[src/common/rst_defines.svh]
// offsets, field positions, reset values and counts of the reset source controller
`ifndef RST_DEFINES_SVH
`define RST_DEFINES_SVH

// register byte offsets
`define REG_STATUS          8'h00
`define REG_CONTROL         8'h04
`define REG_HARD_CFG        8'h08
`define REG_SAMPLED_CFG     8'h0c
`define REG_SEQ_STATE       8'h10

// status bits: sources of the most recent resets
`define STAT_POR            0
`define STAT_HARD_EXT       1
`define STAT_WATCHDOG       2
`define STAT_BUS_MON        3
`define STAT_SOFT_EXT       4
`define STAT_TAP_HOST       5
`define STAT_W              6

// control bits
`define CTRL_WDT_EN         0
`define CTRL_BMON_EN        1
`define CTRL_EXTEST_SOFT    2
`define CTRL_CLAMP_SOFT     3
`define CTRL_HIGHZ_SOFT     4
`define CTRL_W              5
`define CTRL_RESET          5'h03
`define HARD_CFG_RESET      32'h0000_0000

// boundary-scan command codes
`define SCAN_NONE           2'h0
`define SCAN_EXTEST         2'h1
`define SCAN_CLAMP          2'h2
`define SCAN_HIGHZ          2'h3

// sampled configuration pin positions
`define CFG_RSTCONF_MODE    0
`define CFG_SLAVE_SEL       1
`define CFG_HOST_SYNC       2
`define CFG_HOST_64         3
`define CFG_CHIP_ID_LO      4
`define CFG_BOOT_LO         8
`define CFG_SWTE            11
`define CFG_CLOCK_MODE_SELECT_LO        12

// sequence lengths in input/reference clock cycles
`define POR_DELAY_CYCLES    11'd1024
`define HARD_RELEASE_CYCLES 11'd512
`define SOFT_RELEASE_CYCLES 11'd515
`define SYNC_BLANK_CYCLES   2'd3

`endif

[src/common/rst_pkg.sv]
// types of the reset source controller
package rst_pkg;

  typedef enum logic [2:0] {
    ST_IDLE,
    ST_POR_HOLD,
    ST_POR_DELAY,
    ST_PLL_WAIT,
    ST_SEQ
  } reset_state_type;

  typedef enum logic [1:0] {
    KIND_POR,
    KIND_HARD,
    KIND_SOFT
  } reset_kind_type;

endpackage

[src/rtl/rst_sync.sv]
// two-stage synchroniser for a reset pin level
`timescale 1ns/100ps
`default_nettype none

module rst_sync #(
  parameter logic RESET_VAL = 1'b1
) (
  // clock and reset
  input  wire logic mclk_in,
  input  wire logic rst_in,
  // level
  input  wire logic d_in,
  output logic      q_out
);

  logic meta_ff;

  always_ff @(posedge mclk_in or posedge rst_in) begin
    if (rst_in) begin
      meta_ff <= RESET_VAL;
      q_out   <= RESET_VAL;
    end else begin
      meta_ff <= d_in;
      q_out   <= meta_ff;
    end
  end

endmodule // rst_sync

`default_nettype wire

[src/rtl/config_sampler.sv]
// captures the configuration pins on a capture pulse
`timescale 1ns/100ps
`default_nettype none

module config_sampler #(
  parameter int CFG_W = 14
) (
  // clock and reset
  input  wire logic             mclk_in,
  input  wire logic             rst_in,
  // capture
  input  wire logic             capture_in,
  input  wire logic [CFG_W-1:0] pins_in,
  output logic      [CFG_W-1:0] cfg_out
);

  always_ff @(posedge mclk_in or posedge rst_in) begin
    if (rst_in) begin
      cfg_out <= '0;
    end else if (capture_in) begin
      cfg_out <= pins_in;
    end
  end

endmodule // config_sampler

`default_nettype wire

[src/rtl/reset_source_controller.sv]
// reset source controller: sequencing, pin drive, config capture, status
//
// Notes on behaviour
// RQ1: board holds power-on reset input low at least 16 input clocks after supplies.
// RQ2: board keeps power-on and test logic reset asserted during power-up.
// RQ3: input clock toggles 16 cycles before power-on reset release.
// RQ4: power-on reset resets pll, cores, drives both pins, samples configuration.
// RQ5: clock mode, boot, chip id, port width latched only at power-on reset.
// RQ6: hard reset drives both pins, resets cores, applies 32-bit config word.
// RQ7: external soft reset seen only while device drives no reset.
// RQ8: soft reset drives soft pin, resets cores, keeps configuration.
// RQ9: enabled watchdog at zero starts a hard reset sequence.
// RQ10: enabled bus monitor at zero starts a hard reset sequence.
// RQ11: test port host reset command starts a soft reset sequence.
// RQ12: readable status shows sources of the most recent resets.
// RQ13: pin sampling, pll reset, host port config write: power-on only.
// RQ14: system bus config write, hard pin, interface regs: power-on and hard.
// RQ15: every source incl. scan commands resets peripherals, cores, shared bus.
// RQ16: power-on, hard, soft drive soft pin; scan commands per command.
// RQ17: power-on external only; hard external or internal; soft external or test.
// RQ18: clock minimum frequencies: input 20, reference 40, core 200 MHz.
// RQ19: pll input after predivider stays between 20 and 100 MHz.
// RQ20: pll oscillator output at least 800 MHz.
// RQ21: host port clock not above output clock, 70 or 100 MHz.
// RQ22: internal power-on reset released 1024 input clocks after pin release.
// RQ23: hard pin released 512 reference clocks after pll lock.
// RQ24: soft pin released 515 reference clocks after pll lock.
// RQ25: fourteen configuration pins captured at power-on reset release.
// RQ26: external hard and soft pins synchronised before use.
`timescale 1ns/100ps
`default_nettype none
`include "rst_defines.svh"

module reset_source_controller #(
  parameter int CFG_W = 14
) (
  // clock and reset
  input  wire logic             mclk_in,
  input  wire logic             rst_in,
  // register port
  input  wire logic [7:0]       addr_in,
  input  wire logic [31:0]      wdata_in,
  input  wire logic             wr_in,
  input  wire logic             rd_in,
  output logic      [31:0]      rdata_out,
  // reset pins
  input  wire logic             power_on_reset_n_in,
  input  wire logic             hard_reset_n_in,
  output logic                  hard_reset_n_out,
  output logic                  hard_reset_oe_out,
  input  wire logic             soft_reset_n_in,
  output logic                  soft_reset_n_out,
  output logic                  soft_reset_oe_out,
  // internal sources
  input  wire logic             watchdog_zero_in,
  input  wire logic             bus_monitor_zero_in,
  input  wire logic             tap_host_reset_in,
  input  wire logic [1:0]       scan_cmd_in,
  input  wire logic             system_pll_lock_in,
  input  wire logic [CFG_W-1:0] config_pins_in,
  // reset actions
  output logic                  system_pll_reset_out,
  output logic                  core_reset_out,
  output logic                  peripheral_bus_reset_out,
  output logic                  shared_bus_reset_out,
  output logic                  system_interface_unit_reset_out,
  output logic                  host_cfg_window_out,
  output logic                  sysbus_cfg_window_out,
  output logic      [31:0]      hard_cfg_word_out,
  output logic      [CFG_W-1:0] sampled_cfg_out
);

  rst_pkg::reset_state_type state_ff;
  rst_pkg::reset_state_type nxt_state;
  rst_pkg::reset_kind_type  kind_ff;
  rst_pkg::reset_kind_type  nxt_kind;
  logic [10:0]              cnt_ff;
  logic [10:0]              nxt_cnt;
  logic [1:0]               blank_ff;
  logic [`STAT_W-1:0]       status_ff;
  logic [`STAT_W-1:0]       set_bits;
  logic [`STAT_W-1:0]       clr_bits;
  logic [`CTRL_W-1:0]       ctrl_ff;
  logic [31:0]              hard_cfg_ff;
  logic [31:0]              rd_val;
  logic                     hard_sync;
  logic                     soft_sync;
  logic                     por_low;
  logic                     idle;
  logic                     in_seq;
  logic                     blank_done;
  logic                     scan_active;
  logic                     wdt_hit;
  logic                     bmon_hit;
  logic                     ext_hard_hit;
  logic                     ext_soft_hit;
  logic                     tap_hit;
  logic                     hard_go;
  logic                     soft_go;
  logic                     por_release;
  logic                     drive_hard_c;
  logic                     drive_soft_c;
  logic                     pll_reset_c;
  logic                     siu_reset_c;
  logic                     host_win_c;
  logic                     sys_win_c;
  logic                     early_seq;

  // soft pin drive for a boundary-scan command
  function automatic logic scan_soft(input logic [1:0] cmd, input logic [`CTRL_W-1:0] ctrl);
    logic r;
    r = 1'b0;
    if (cmd == `SCAN_EXTEST) begin
      r = ctrl[`CTRL_EXTEST_SOFT];
    end else if (cmd == `SCAN_CLAMP) begin
      r = ctrl[`CTRL_CLAMP_SOFT];
    end else if (cmd == `SCAN_HIGHZ) begin
      r = ctrl[`CTRL_HIGHZ_SOFT];
    end
    return r;
  endfunction

  // pin synchronisers
  rst_sync #(.RESET_VAL(1'b1)) u_hard_sync ( // [RQ26]
    .mclk_in (mclk_in),
    .rst_in  (rst_in),
    .d_in    (hard_reset_n_in),
    .q_out   (hard_sync)
  );

  rst_sync #(.RESET_VAL(1'b1)) u_soft_sync ( // [RQ26]
    .mclk_in (mclk_in),
    .rst_in  (rst_in),
    .d_in    (soft_reset_n_in),
    .q_out   (soft_sync)
  );

  // strap capture on release of the power-on pin
  assign por_release = (state_ff == rst_pkg::ST_POR_HOLD) && power_on_reset_n_in; // [RQ25]

  config_sampler #(.CFG_W(CFG_W)) u_cfg (
    .mclk_in    (mclk_in),
    .rst_in     (rst_in),
    .capture_in (por_release), // [RQ5] [RQ13]
    .pins_in    (config_pins_in),
    .cfg_out    (sampled_cfg_out)
  );

  // open-drain pins only ever pull low
  assign hard_reset_n_out = 1'b0;
  assign soft_reset_n_out = 1'b0;

  // source decode
  assign por_low      = !power_on_reset_n_in; // [RQ17]
  assign idle         = (state_ff == rst_pkg::ST_IDLE);
  assign in_seq       = (state_ff == rst_pkg::ST_SEQ);
  assign blank_done   = (blank_ff == `SYNC_BLANK_CYCLES);
  assign scan_active  = (scan_cmd_in != `SCAN_NONE);
  assign wdt_hit      = watchdog_zero_in && ctrl_ff[`CTRL_WDT_EN]; // [RQ9]
  assign bmon_hit     = bus_monitor_zero_in && ctrl_ff[`CTRL_BMON_EN]; // [RQ10]
  assign ext_hard_hit = !hard_sync && blank_done;
  assign ext_soft_hit = idle && blank_done && !soft_sync; // [RQ7]
  assign tap_hit      = idle && tap_host_reset_in; // [RQ11]
  // hard reset may also escalate a running soft sequence
  assign hard_go      = (idle || (in_seq && kind_ff == rst_pkg::KIND_SOFT))
                        && (ext_hard_hit || wdt_hit || bmon_hit); // [RQ17]
  assign soft_go      = !hard_go && (ext_soft_hit || tap_hit); // [RQ17]

  // reset actions per phase
  assign early_seq    = (state_ff == rst_pkg::ST_PLL_WAIT)
                        || (in_seq && cnt_ff < `HARD_RELEASE_CYCLES);
  assign pll_reset_c  = (state_ff == rst_pkg::ST_POR_HOLD)
                        || (state_ff == rst_pkg::ST_POR_DELAY); // [RQ4] [RQ13]
  assign drive_hard_c = (kind_ff != rst_pkg::KIND_SOFT) && !idle
                        && (pll_reset_c || early_seq); // [RQ6] [RQ14] [RQ23]
  assign drive_soft_c = !idle || (scan_active && scan_soft(scan_cmd_in, ctrl_ff)); // [RQ16] [RQ8]
  assign siu_reset_c  = !idle && (kind_ff != rst_pkg::KIND_SOFT); // [RQ14]
  assign host_win_c   = (kind_ff == rst_pkg::KIND_POR) && early_seq; // [RQ13]
  assign sys_win_c    = (kind_ff != rst_pkg::KIND_SOFT) && early_seq; // [RQ14]

  // sequencer
  always_comb begin
    nxt_state = state_ff;
    nxt_kind  = kind_ff;
    nxt_cnt   = cnt_ff + 11'd1;
    if (por_low) begin
      nxt_state = rst_pkg::ST_POR_HOLD; // [RQ4]
      nxt_kind  = rst_pkg::KIND_POR;
      nxt_cnt   = 11'd0;
    end else if (hard_go) begin
      nxt_state = rst_pkg::ST_PLL_WAIT; // [RQ9] [RQ10]
      nxt_kind  = rst_pkg::KIND_HARD;
      nxt_cnt   = 11'd0;
    end else if (soft_go) begin
      nxt_state = rst_pkg::ST_SEQ; // [RQ11]
      nxt_kind  = rst_pkg::KIND_SOFT;
      nxt_cnt   = 11'd0;
    end else begin
      case (state_ff)
        rst_pkg::ST_POR_HOLD: begin
          nxt_state = rst_pkg::ST_POR_DELAY;
          nxt_cnt   = 11'd0;
        end
        rst_pkg::ST_POR_DELAY: begin
          if (cnt_ff == `POR_DELAY_CYCLES - 11'd1) begin
            nxt_state = rst_pkg::ST_PLL_WAIT; // [RQ22]
            nxt_cnt   = 11'd0;
          end
        end
        rst_pkg::ST_PLL_WAIT: begin
          // pll settles in range before lock [RQ18] [RQ19] [RQ20]
          nxt_cnt = 11'd0;
          if (system_pll_lock_in) begin
            nxt_state = rst_pkg::ST_SEQ;
          end
        end
        rst_pkg::ST_SEQ: begin
          if (cnt_ff == `SOFT_RELEASE_CYCLES - 11'd1) begin
            nxt_state = rst_pkg::ST_IDLE; // [RQ24]
            nxt_cnt   = 11'd0;
          end
        end
        default: begin
          nxt_cnt = 11'd0;
        end
      endcase
    end
  end

  always_ff @(posedge mclk_in or posedge rst_in) begin
    if (rst_in) begin
      state_ff <= rst_pkg::ST_POR_HOLD;
      kind_ff  <= rst_pkg::KIND_POR;
      cnt_ff   <= 11'd0;
    end else begin
      state_ff <= nxt_state;
      kind_ff  <= nxt_kind;
      cnt_ff   <= nxt_cnt;
    end
  end

  // masks our own pin drive, sequence or scan, while it crosses the synchroniser
  always_ff @(posedge mclk_in or posedge rst_in) begin
    if (rst_in) begin
      blank_ff <= 2'd0;
    end else if (!idle || soft_reset_oe_out) begin // [RQ7]
      blank_ff <= 2'd0;
    end else if (!blank_done) begin
      blank_ff <= blank_ff + 2'd1;
    end
  end

  // status: set wins over write-one-to-clear
  always_comb begin
    set_bits                 = '0;
    set_bits[`STAT_HARD_EXT] = hard_go && ext_hard_hit;
    set_bits[`STAT_WATCHDOG] = hard_go && wdt_hit;
    set_bits[`STAT_BUS_MON]  = hard_go && bmon_hit;
    set_bits[`STAT_SOFT_EXT] = soft_go && ext_soft_hit;
    set_bits[`STAT_TAP_HOST] = soft_go && tap_hit;
    clr_bits                 = '0;
    if (wr_in && addr_in == `REG_STATUS) begin
      clr_bits = wdata_in[`STAT_W-1:0];
    end
  end

  always_ff @(posedge mclk_in or posedge rst_in) begin
    if (rst_in) begin
      status_ff <= `STAT_W'(1);
    end else if (por_low && state_ff != rst_pkg::ST_POR_HOLD) begin
      status_ff <= `STAT_W'(1); // [RQ12]
    end else begin
      status_ff <= (status_ff & ~clr_bits) | set_bits; // [RQ12]
    end
  end

  // interface-unit registers, reset to CTRL_RESET by power-on and hard reset
  always_ff @(posedge mclk_in or posedge rst_in) begin
    if (rst_in) begin
      ctrl_ff <= `CTRL_RESET;
    end else if (siu_reset_c) begin
      ctrl_ff <= `CTRL_RESET; // [RQ14]
    end else if (wr_in && addr_in == `REG_CONTROL) begin
      ctrl_ff <= wdata_in[`CTRL_W-1:0];
    end
  end

  // configuration word accepted only inside the write window
  always_ff @(posedge mclk_in or posedge rst_in) begin
    if (rst_in) begin
      hard_cfg_ff <= `HARD_CFG_RESET;
    end else if (wr_in && addr_in == `REG_HARD_CFG && sys_win_c) begin
      hard_cfg_ff <= wdata_in; // [RQ14]
    end
  end

  always_ff @(posedge mclk_in or posedge rst_in) begin
    if (rst_in) begin
      hard_cfg_word_out <= `HARD_CFG_RESET;
    end else if (in_seq && kind_ff != rst_pkg::KIND_SOFT
                 && cnt_ff == `HARD_RELEASE_CYCLES - 11'd1) begin
      hard_cfg_word_out <= hard_cfg_ff; // [RQ6] [RQ8]
    end
  end

  // register read
  always_comb begin
    rd_val = 32'h0000_0000;
    if (addr_in == `REG_STATUS) begin
      rd_val[`STAT_W-1:0] = status_ff;
    end else if (addr_in == `REG_CONTROL) begin
      rd_val[`CTRL_W-1:0] = ctrl_ff;
    end else if (addr_in == `REG_HARD_CFG) begin
      rd_val = hard_cfg_ff;
    end else if (addr_in == `REG_SAMPLED_CFG) begin
      rd_val[CFG_W-1:0] = sampled_cfg_out;
    end else if (addr_in == `REG_SEQ_STATE) begin
      rd_val = {11'h000, cnt_ff, 5'h00, state_ff, kind_ff};
    end
  end

  always_ff @(posedge mclk_in or posedge rst_in) begin
    if (rst_in) begin
      rdata_out <= 32'h0000_0000;
    end else begin
      rdata_out <= rd_in ? rd_val : 32'h0000_0000;
    end
  end

  // registered reset outputs
  always_ff @(posedge mclk_in or posedge rst_in) begin
    if (rst_in) begin
      hard_reset_oe_out               <= 1'b1;
      soft_reset_oe_out               <= 1'b1;
      system_pll_reset_out            <= 1'b1;
      core_reset_out                  <= 1'b1;
      peripheral_bus_reset_out        <= 1'b1;
      shared_bus_reset_out            <= 1'b1;
      system_interface_unit_reset_out <= 1'b1;
      host_cfg_window_out             <= 1'b0;
      sysbus_cfg_window_out           <= 1'b0;
    end else begin
      hard_reset_oe_out               <= drive_hard_c;
      soft_reset_oe_out               <= drive_soft_c;
      system_pll_reset_out            <= pll_reset_c;
      core_reset_out                  <= !idle || scan_active; // [RQ15]
      peripheral_bus_reset_out        <= !idle || scan_active; // [RQ15]
      shared_bus_reset_out            <= !idle || scan_active; // [RQ15]
      system_interface_unit_reset_out <= siu_reset_c;
      host_cfg_window_out             <= host_win_c;
      sysbus_cfg_window_out           <= sys_win_c;
    end
  end
endmodule // reset_source_controller

`default_nettype wire

[config.mk]
export PLATFORM = sky130hd
export DESIGN_NAME = reset_source_controller
export DESIGN_NICKNAME = d
export VERILOG_FILES = /design/src/common/rst_pkg.sv /design/src/rtl/rst_sync.sv /design/src/rtl/config_sampler.sv /design/src/rtl/reset_source_controller.sv
export VERILOG_INCLUDE_DIRS = /design/src /design/src/common
export SDC_FILE = /design/constraint.sdc
export NUM_CORES = 1
export LEC_CHECK = 0
export BUFFER_PORTS_ARGS = -buffer_cell sky130_fd_sc_hd__buf_2
export CORE_MARGIN = 4
export CORE_UTILIZATION = 51
export DETAILED_ROUTE_END_ITERATION = 6
export PLACE_DENSITY = 0.77
export RECOVER_POWER = 25
export SETUP_SLACK_MARGIN = 0.4
export SLEW_MARGIN = 15
export SYNTH_ARGS = -nofsm -noshare
export SYNTH_HDL_FRONTEND = slang
export SYNTH_SLANG_ARGS = --single-unit
[constraint.sdc]
create_clock -name mclk_in -period 5.3 [get_ports mclk_in]
set_input_delay 0.265 -clock mclk_in [delete_from_list [all_inputs] [get_ports mclk_in]]
set_output_delay 0.265 -clock mclk_in [all_outputs]
set_load 0.01 [all_outputs]
Yosys cells after proc, flatten, opt, wreduce, memory -nomap -nowiden
Index checks and enable logic that the tools add are counted.
{ "totals": {"mem_bits_rw": 0, "regBits": 150, "out_inout_bits": 89, "in_bits": 67, "rom_bits": 0, "latch_bits": 0, "mem_count": 0, "word_cells": 134} }
{ "op_classes": {"n_mul": 0, "n_addsub": 2, "shifts": 0, "n_bitwise": 3, "n_div": 0, "order_cmp": 1, "mux": 34, "reduce_logical": 49, "eq_ne": 24} }
{ "ops": {"columns": ["cell", "n"], "rows": [
  ["$mux W32", 2],
  ["$mux W11", 5],
  ["$logic_and A1 B1 Y1", 28],
  ["$mux W27", 1],
  ["$mux W26", 1],
  ["$eq A11 B10 Y1 const B", 2],
  ["$pmux W11 S2", 1],
  ["$mux W21", 1],
  ["$mux W3", 6],
  ["$mux W6", 3],
  ["$eq A8 B4 Y1 const B", 2],
  ["$mux W5", 3],
  ["$mux W14", 1],
  ["$pmux W3 S4", 1],
  ["$add A11 B1 Y11 const B", 1],
  ["$eq A11 B9 Y1 const B", 1],
  ["$lt A11 B10 Y1 const B", 1],
  ["$logic_or A1 B1 Y1", 10],
  ["$mux W2", 5],
  ["$eq A2 B2 Y1 const B", 4],
  ["$eq A8 B3 Y1 const B", 1],
  ["$eq A8 B5 Y1 const B", 1],
  ["$logic_not A8 Y1", 1],
  ["$mux W7", 1],
  ["other kinds (21)", 30]
]} }

Depth between registers and ports, before layout
{ "depth": {"depth_word": 10, "mapped_depth": 7, "depth_no_buf": 7} }

Cells and area by module
From an unflattened synthesis, not the netlist that was laid out.
{ "hier_totals": {"cells_unflattened": 508, "hier_area_um2": 6327.3} }
{ "by_module_without_submodules": {"columns": ["module", "cells_per_inst", "instances", "area_each_um2", "seq_area_each_um2"], "rows": [
  ["reset_source_controller", 472, 1, 5691.7, 3314.4],
  ["config_sampler", 30, 1, 523.0, 350.3],
  ["rst_sync", 3, 2, 56.3, 52.6]
]} }

Worst setup path before layout
OpenSTA, ideal clock, no wires.
{ "synth_timing": {"path_type": "reg2reg", "startpoint": "reg state_ff[1]", "endpoint": "reg hard_cfg_word_out[20]", "path_stages_with_launch": 7, "synth_period_minus_slack_ns": 2.099, "arrival_time_ns": 1.975, "setup_ns": 0.125, "required_ns": 5.175, "slack_ns": 3.201, "cell_sequence": "dfrtp_1 -> clkbuf_1 -> nor2_1 -> nand3_1 -> nor4_2 -> buf_2 -> mux2_2"} }
{ "synth_via": {"elab_chain_cells": 3} }
{ "synth_rtl": {"columns": ["element", "line_no", "rtl"], "rows": [
  ["from (decl)", "reset_source_controller.sv:73", "rst_pkg::reset_state_type state_ff;"],
  ["from (signal assigned)", "reset_source_controller.sv:232", "state_ff <= rst_pkg::ST_POR_HOLD;"],
  ["from (signal assigned)", "reset_source_controller.sv:236", "state_ff <= nxt_state;"],
  ["$eq A3 B3 Y1", "reset_source_controller.sv:156", "assign in_seq = (state_ff == rst_pkg::ST_SEQ);"],
  ["$logic_and A1 B1 Y1 (2 in series)", "reset_source_controller.sv:300", "end else if (in_seq && kind_ff != rst_pkg::KIND_SOFT"],
  ["to (signal assigned)", "reset_source_controller.sv:299", "hard_cfg_word_out <= `HARD_CFG_RESET;"],
  ["to (signal assigned)", "reset_source_controller.sv:302", "hard_cfg_word_out <= hard_cfg_ff;"],
  ["to (decl)", "reset_source_controller.sv:69", "output logic [31:0] hard_cfg_word_out,"]
]} }
Every way passes these cells.
A chain may end at the register's enable or synchronous reset.

==> results by group <==
STA
  • Minimum clock period: 2.897 ns
  • Final setup fails: 0
  • TNS Setup: 0 ns
  • Slew Viols, Final: 90
  • RSZ-0062 raised after global routing: no
  • Max_slew headroom: -1.536
  • Hold WS: 0.04166 ns
  • Least-Margin Pin Slew: 3.783 ns
  • Hold Vio Cnt, Final: 0
  • Period utilisation layout: 0.5467
  • Fmax: 0.3451 GHz
  • Clock Skew: 0.006926 ns

Pwr
  • VDD IR max: 0.0003090 V
  • Pwr Total: 0.003146 W
  • LEAKAGE: 4.032 nW
  • Power Dens Cells: 397.9 mW/mm2

Finish
  • Area Overhead vs Synth: 23.61%
  • Layout cells sized above 1: 0.4142
  • Commonest non-fill, non-tap cells in the layout: buf_2, dfrtp_1, mux2_2, nor2_1, nand2_1
  • Fin cells: 844
  • Most common cell after layout, fill and taps aside: buf_2
  • Final Instance Area: 0.007906 mm2
  • Layout net count: 733
  • ANT cells: 0

Clocking
  • Max Buffers Root-to-Sink: 2
  • Clk_lat worst skew: 0.42 ns
  • CTS Sinks: 150
  • Post-CTS Setup Inserts: 0
  • H-tree levels: 4
  • Root Buffer: clkbuf_16
  • Reg clk slew, reported paths: 0.06 ns
  • Num CTS Buffers: 17
  • Resized cells post-CTS: 0
  • CTS tree: done
  • Cts hold-fix bufs: 2

Logic synthesis
  • Seq/Total Area, Yosys: 0.5894
  • Synthesized flop and latch total: 150
  • Number of distinct library cells after synthesis: 57
  • Main synth FF type: dfrtp_1
  • EDFF count, synth: 0
  • Syn Area/Cell: 12.57 um2
  • Simple-gate area share of the yosys netlist: 0.1113
  • Largest family of logic cells by synthesized area: multiplexers
  • Fraction of registers with async set/reset: 1.000
  • Yosys warning total: 0
  • Multiplexer share of the synthesized area: 0.1684
  • Compound-Gate Fraction of Synth Area: 0.08118
  • Synth Instances: 509
  • Post-Synth XOR/XNOR Area: 0.01369
  • Fraction of the mapped netlist area in adder cells: 0.005869
  • Synth Cell Area: 0.006396 mm2

Place
  • HPWL after detailed placement: 10.55 mm
  • Cell total after placement: 810
  • Dpl cell area: 0.007279 mm2
  • GPL Wtd Cong: 0.9307
  • I/O Buffers: 153

Run status
  • Violated checks: capacitance limit, slew limit
  • Status: complete, but fails checks

Setup path
  • CP required: 5.77 ns
  • RR Startpoint: state_ff[0]$_DFFE_PP1P_
  • CP startpoint kind: input pin
  • Critical path peak fanout: 89
  • Reg2Reg Setup Slack: 2.50 ns
  • Critical path class: in -> async
  • CP arrival: 3.37 ns
  • Endpoint class of the critical path: asynchronous set/reset pin
  • R2R Path End: hard_cfg_word_out[9]$_DFFE_PP0P_
  • Worst R2R Path Depth: 5

Die
  • Initial Util: 0.5259
  • Die Span Y: 120.0 um
  • Die width: 120.0 um
  • Ports: 156
  • Core area: 0.01216 mm2
  • # rows: 40
  • Die area: 0.01440 mm2

Hold path
  • Hold path endpoint: u_cfg.cfg_out[3]$_DFFE_PP0P_
  • Worst Hold Class: in -> reg
  • Hold Path Cell Cnt: 3
  • HP Start: config_pins_in[3]

Global route
  • Routing usage on met2: 0.3474
  • GR peak layer: met2
  • Gr usage total: 0.2173
  • Initial antenna violation count: 0
  • Via count of the first global-routing pass: 4675
  • M1 GR Usage: 0.2816
  • Met3 Resource Use GR: 0.05702
  • Global-route wire length before repair: 24.37 mm
  • Largest net degree at the start of global routing: 90
  • Grt ovf: 0

Routing
  • DRT iter0 DRCs: 266
  • DRC viols: 0
  • Post-DR wirelength/cell: 17.82 um
  • Total number of vias: 4559
  • Routed Antenna Nets: 0
  • DR vias/cell: 5.402
  • Total length of routed wires: 15.04 mm
  • Router iterations before antenna repair: 4

Run
  • Max-Cap Viols: 1
## cell usage after synthesis, types with 8 or more instances
| master | instances | share of area |
|---|---|---|
| dfstp_2 | 13 | 0.053 |
| clkbuf_1 | 11 | 0.0065 |
| a22oi_1 | 8 | 0.0094 |
| nor2_1 | 43 | 0.025 |
| inv_1 | 15 | 0.0088 |
| dfrtp_1 | 137 | 0.54 |
| a21oi_1 | 17 | 0.013 |
| mux2_4 | 30 | 0.070 |
| o21ai_0 | 29 | 0.023 |
| mux2i_1 | 12 | 0.019 |
| nand2_1 | 31 | 0.018 |
| and2_1 | 15 | 0.015 |
| mux2_2 | 44 | 0.077 |
## sequential cells by signal, indices dropped and copies added, names as in the netlist
| name | count |
|---|---|
| blank_ff | 2 |
| cnt_ff | 11 |
| ctrl_ff | 5 |
| hard_cfg_ff | 32 |
| hard_cfg_word_out | 32 |
| hard_reset_oe_out | 1 |
| host_cfg_window_out | 1 |
| kind_ff | 2 |
| rdata_out | 32 |
| shared_bus_reset_out | 1 |
| soft_reset_oe_out | 1 |
| state_ff | 3 |
| status_ff | 6 |
| sysbus_cfg_window_out | 1 |
| system_interface_unit_reset_out | 1 |
| system_pll_reset_out | 1 |
| u_cfg.cfg_out | 14 |
| u_hard_sync.meta_ff | 1 |
| u_hard_sync.q_out | 1 |
| u_soft_sync.meta_ff | 1 |
| u_soft_sync.q_out | 1 |
## worst max path at each step
| stage | slack [ns] | startpoint | endpoint |
|---|---|---|---|
| final | 2.40 | rst_in | hard_cfg_ff[26]$_DFFE_PP0P_ |
| after global routing | 1.73 | rst_in | hard_cfg_word_out[14]$_DFFE_PP0P_ |
| after CTS | 2.52 | state_ff[1]$_DFFE_PP0P_ | hard_cfg_word_out[9]$_DFFE_PP0P_ |
| after detailed placement | 2.54 | state_ff[1]$_DFFE_PP0P_ | hard_cfg_word_out[17]$_DFFE_PP0P_ |
| after global placement | 2.58 | state_ff[1]$_DFFE_PP0P_ | hard_cfg_word_out[13]$_DFFE_PP0P_ |
| after floorplan | 1.02 | rst_in | blank_ff[0]$_DFFE_PP0P_ |
## cell type report
type,count,area [um2]
fillers,906,4255
flip-flops and latches,150,3770
multi-input cells,321,2446
repair buffers,158,804.5
clock buffers,21,470.5
well taps,168,210.2
clock inverters,11,147.6
inverters,15,57.56
## critical path, cell delays in order
cell and delay, ns:
clkbuf_1 0.08, clkinvlp_2 2.10, buf_4 0.88
## layer usage
metal  wire (um)  vias up
met3         991       34
li1            -     2087
met4         346        0
met5           0        -
met1        6514     2246
met2        7185      192
## power by group
part           switching (W)  internal (W)
clock network       0.000459      0.000778
logic               0.000309      0.000226
registers           0.000103       0.00127
## kinds of logic after synthesis
logic type,count (synthesis)
mux,87
flops,150
simple gates,136
xor+xnor,10
compound gates,83
other cells,1
fa+ha+maj,3
buf+inv,39
## through the flow
step / setup slack [ns] / utilization
finish: 2.403 / 0.6501
global route: 1.729 / 0.6501
CTS: 2.520 / 0.6510
detailed placement: 2.536 / 0.5986
global placement: 2.576 / 0.5986
floorplan: 1.020 / -
Note: power is estimated with default switching activity, not from simulation.
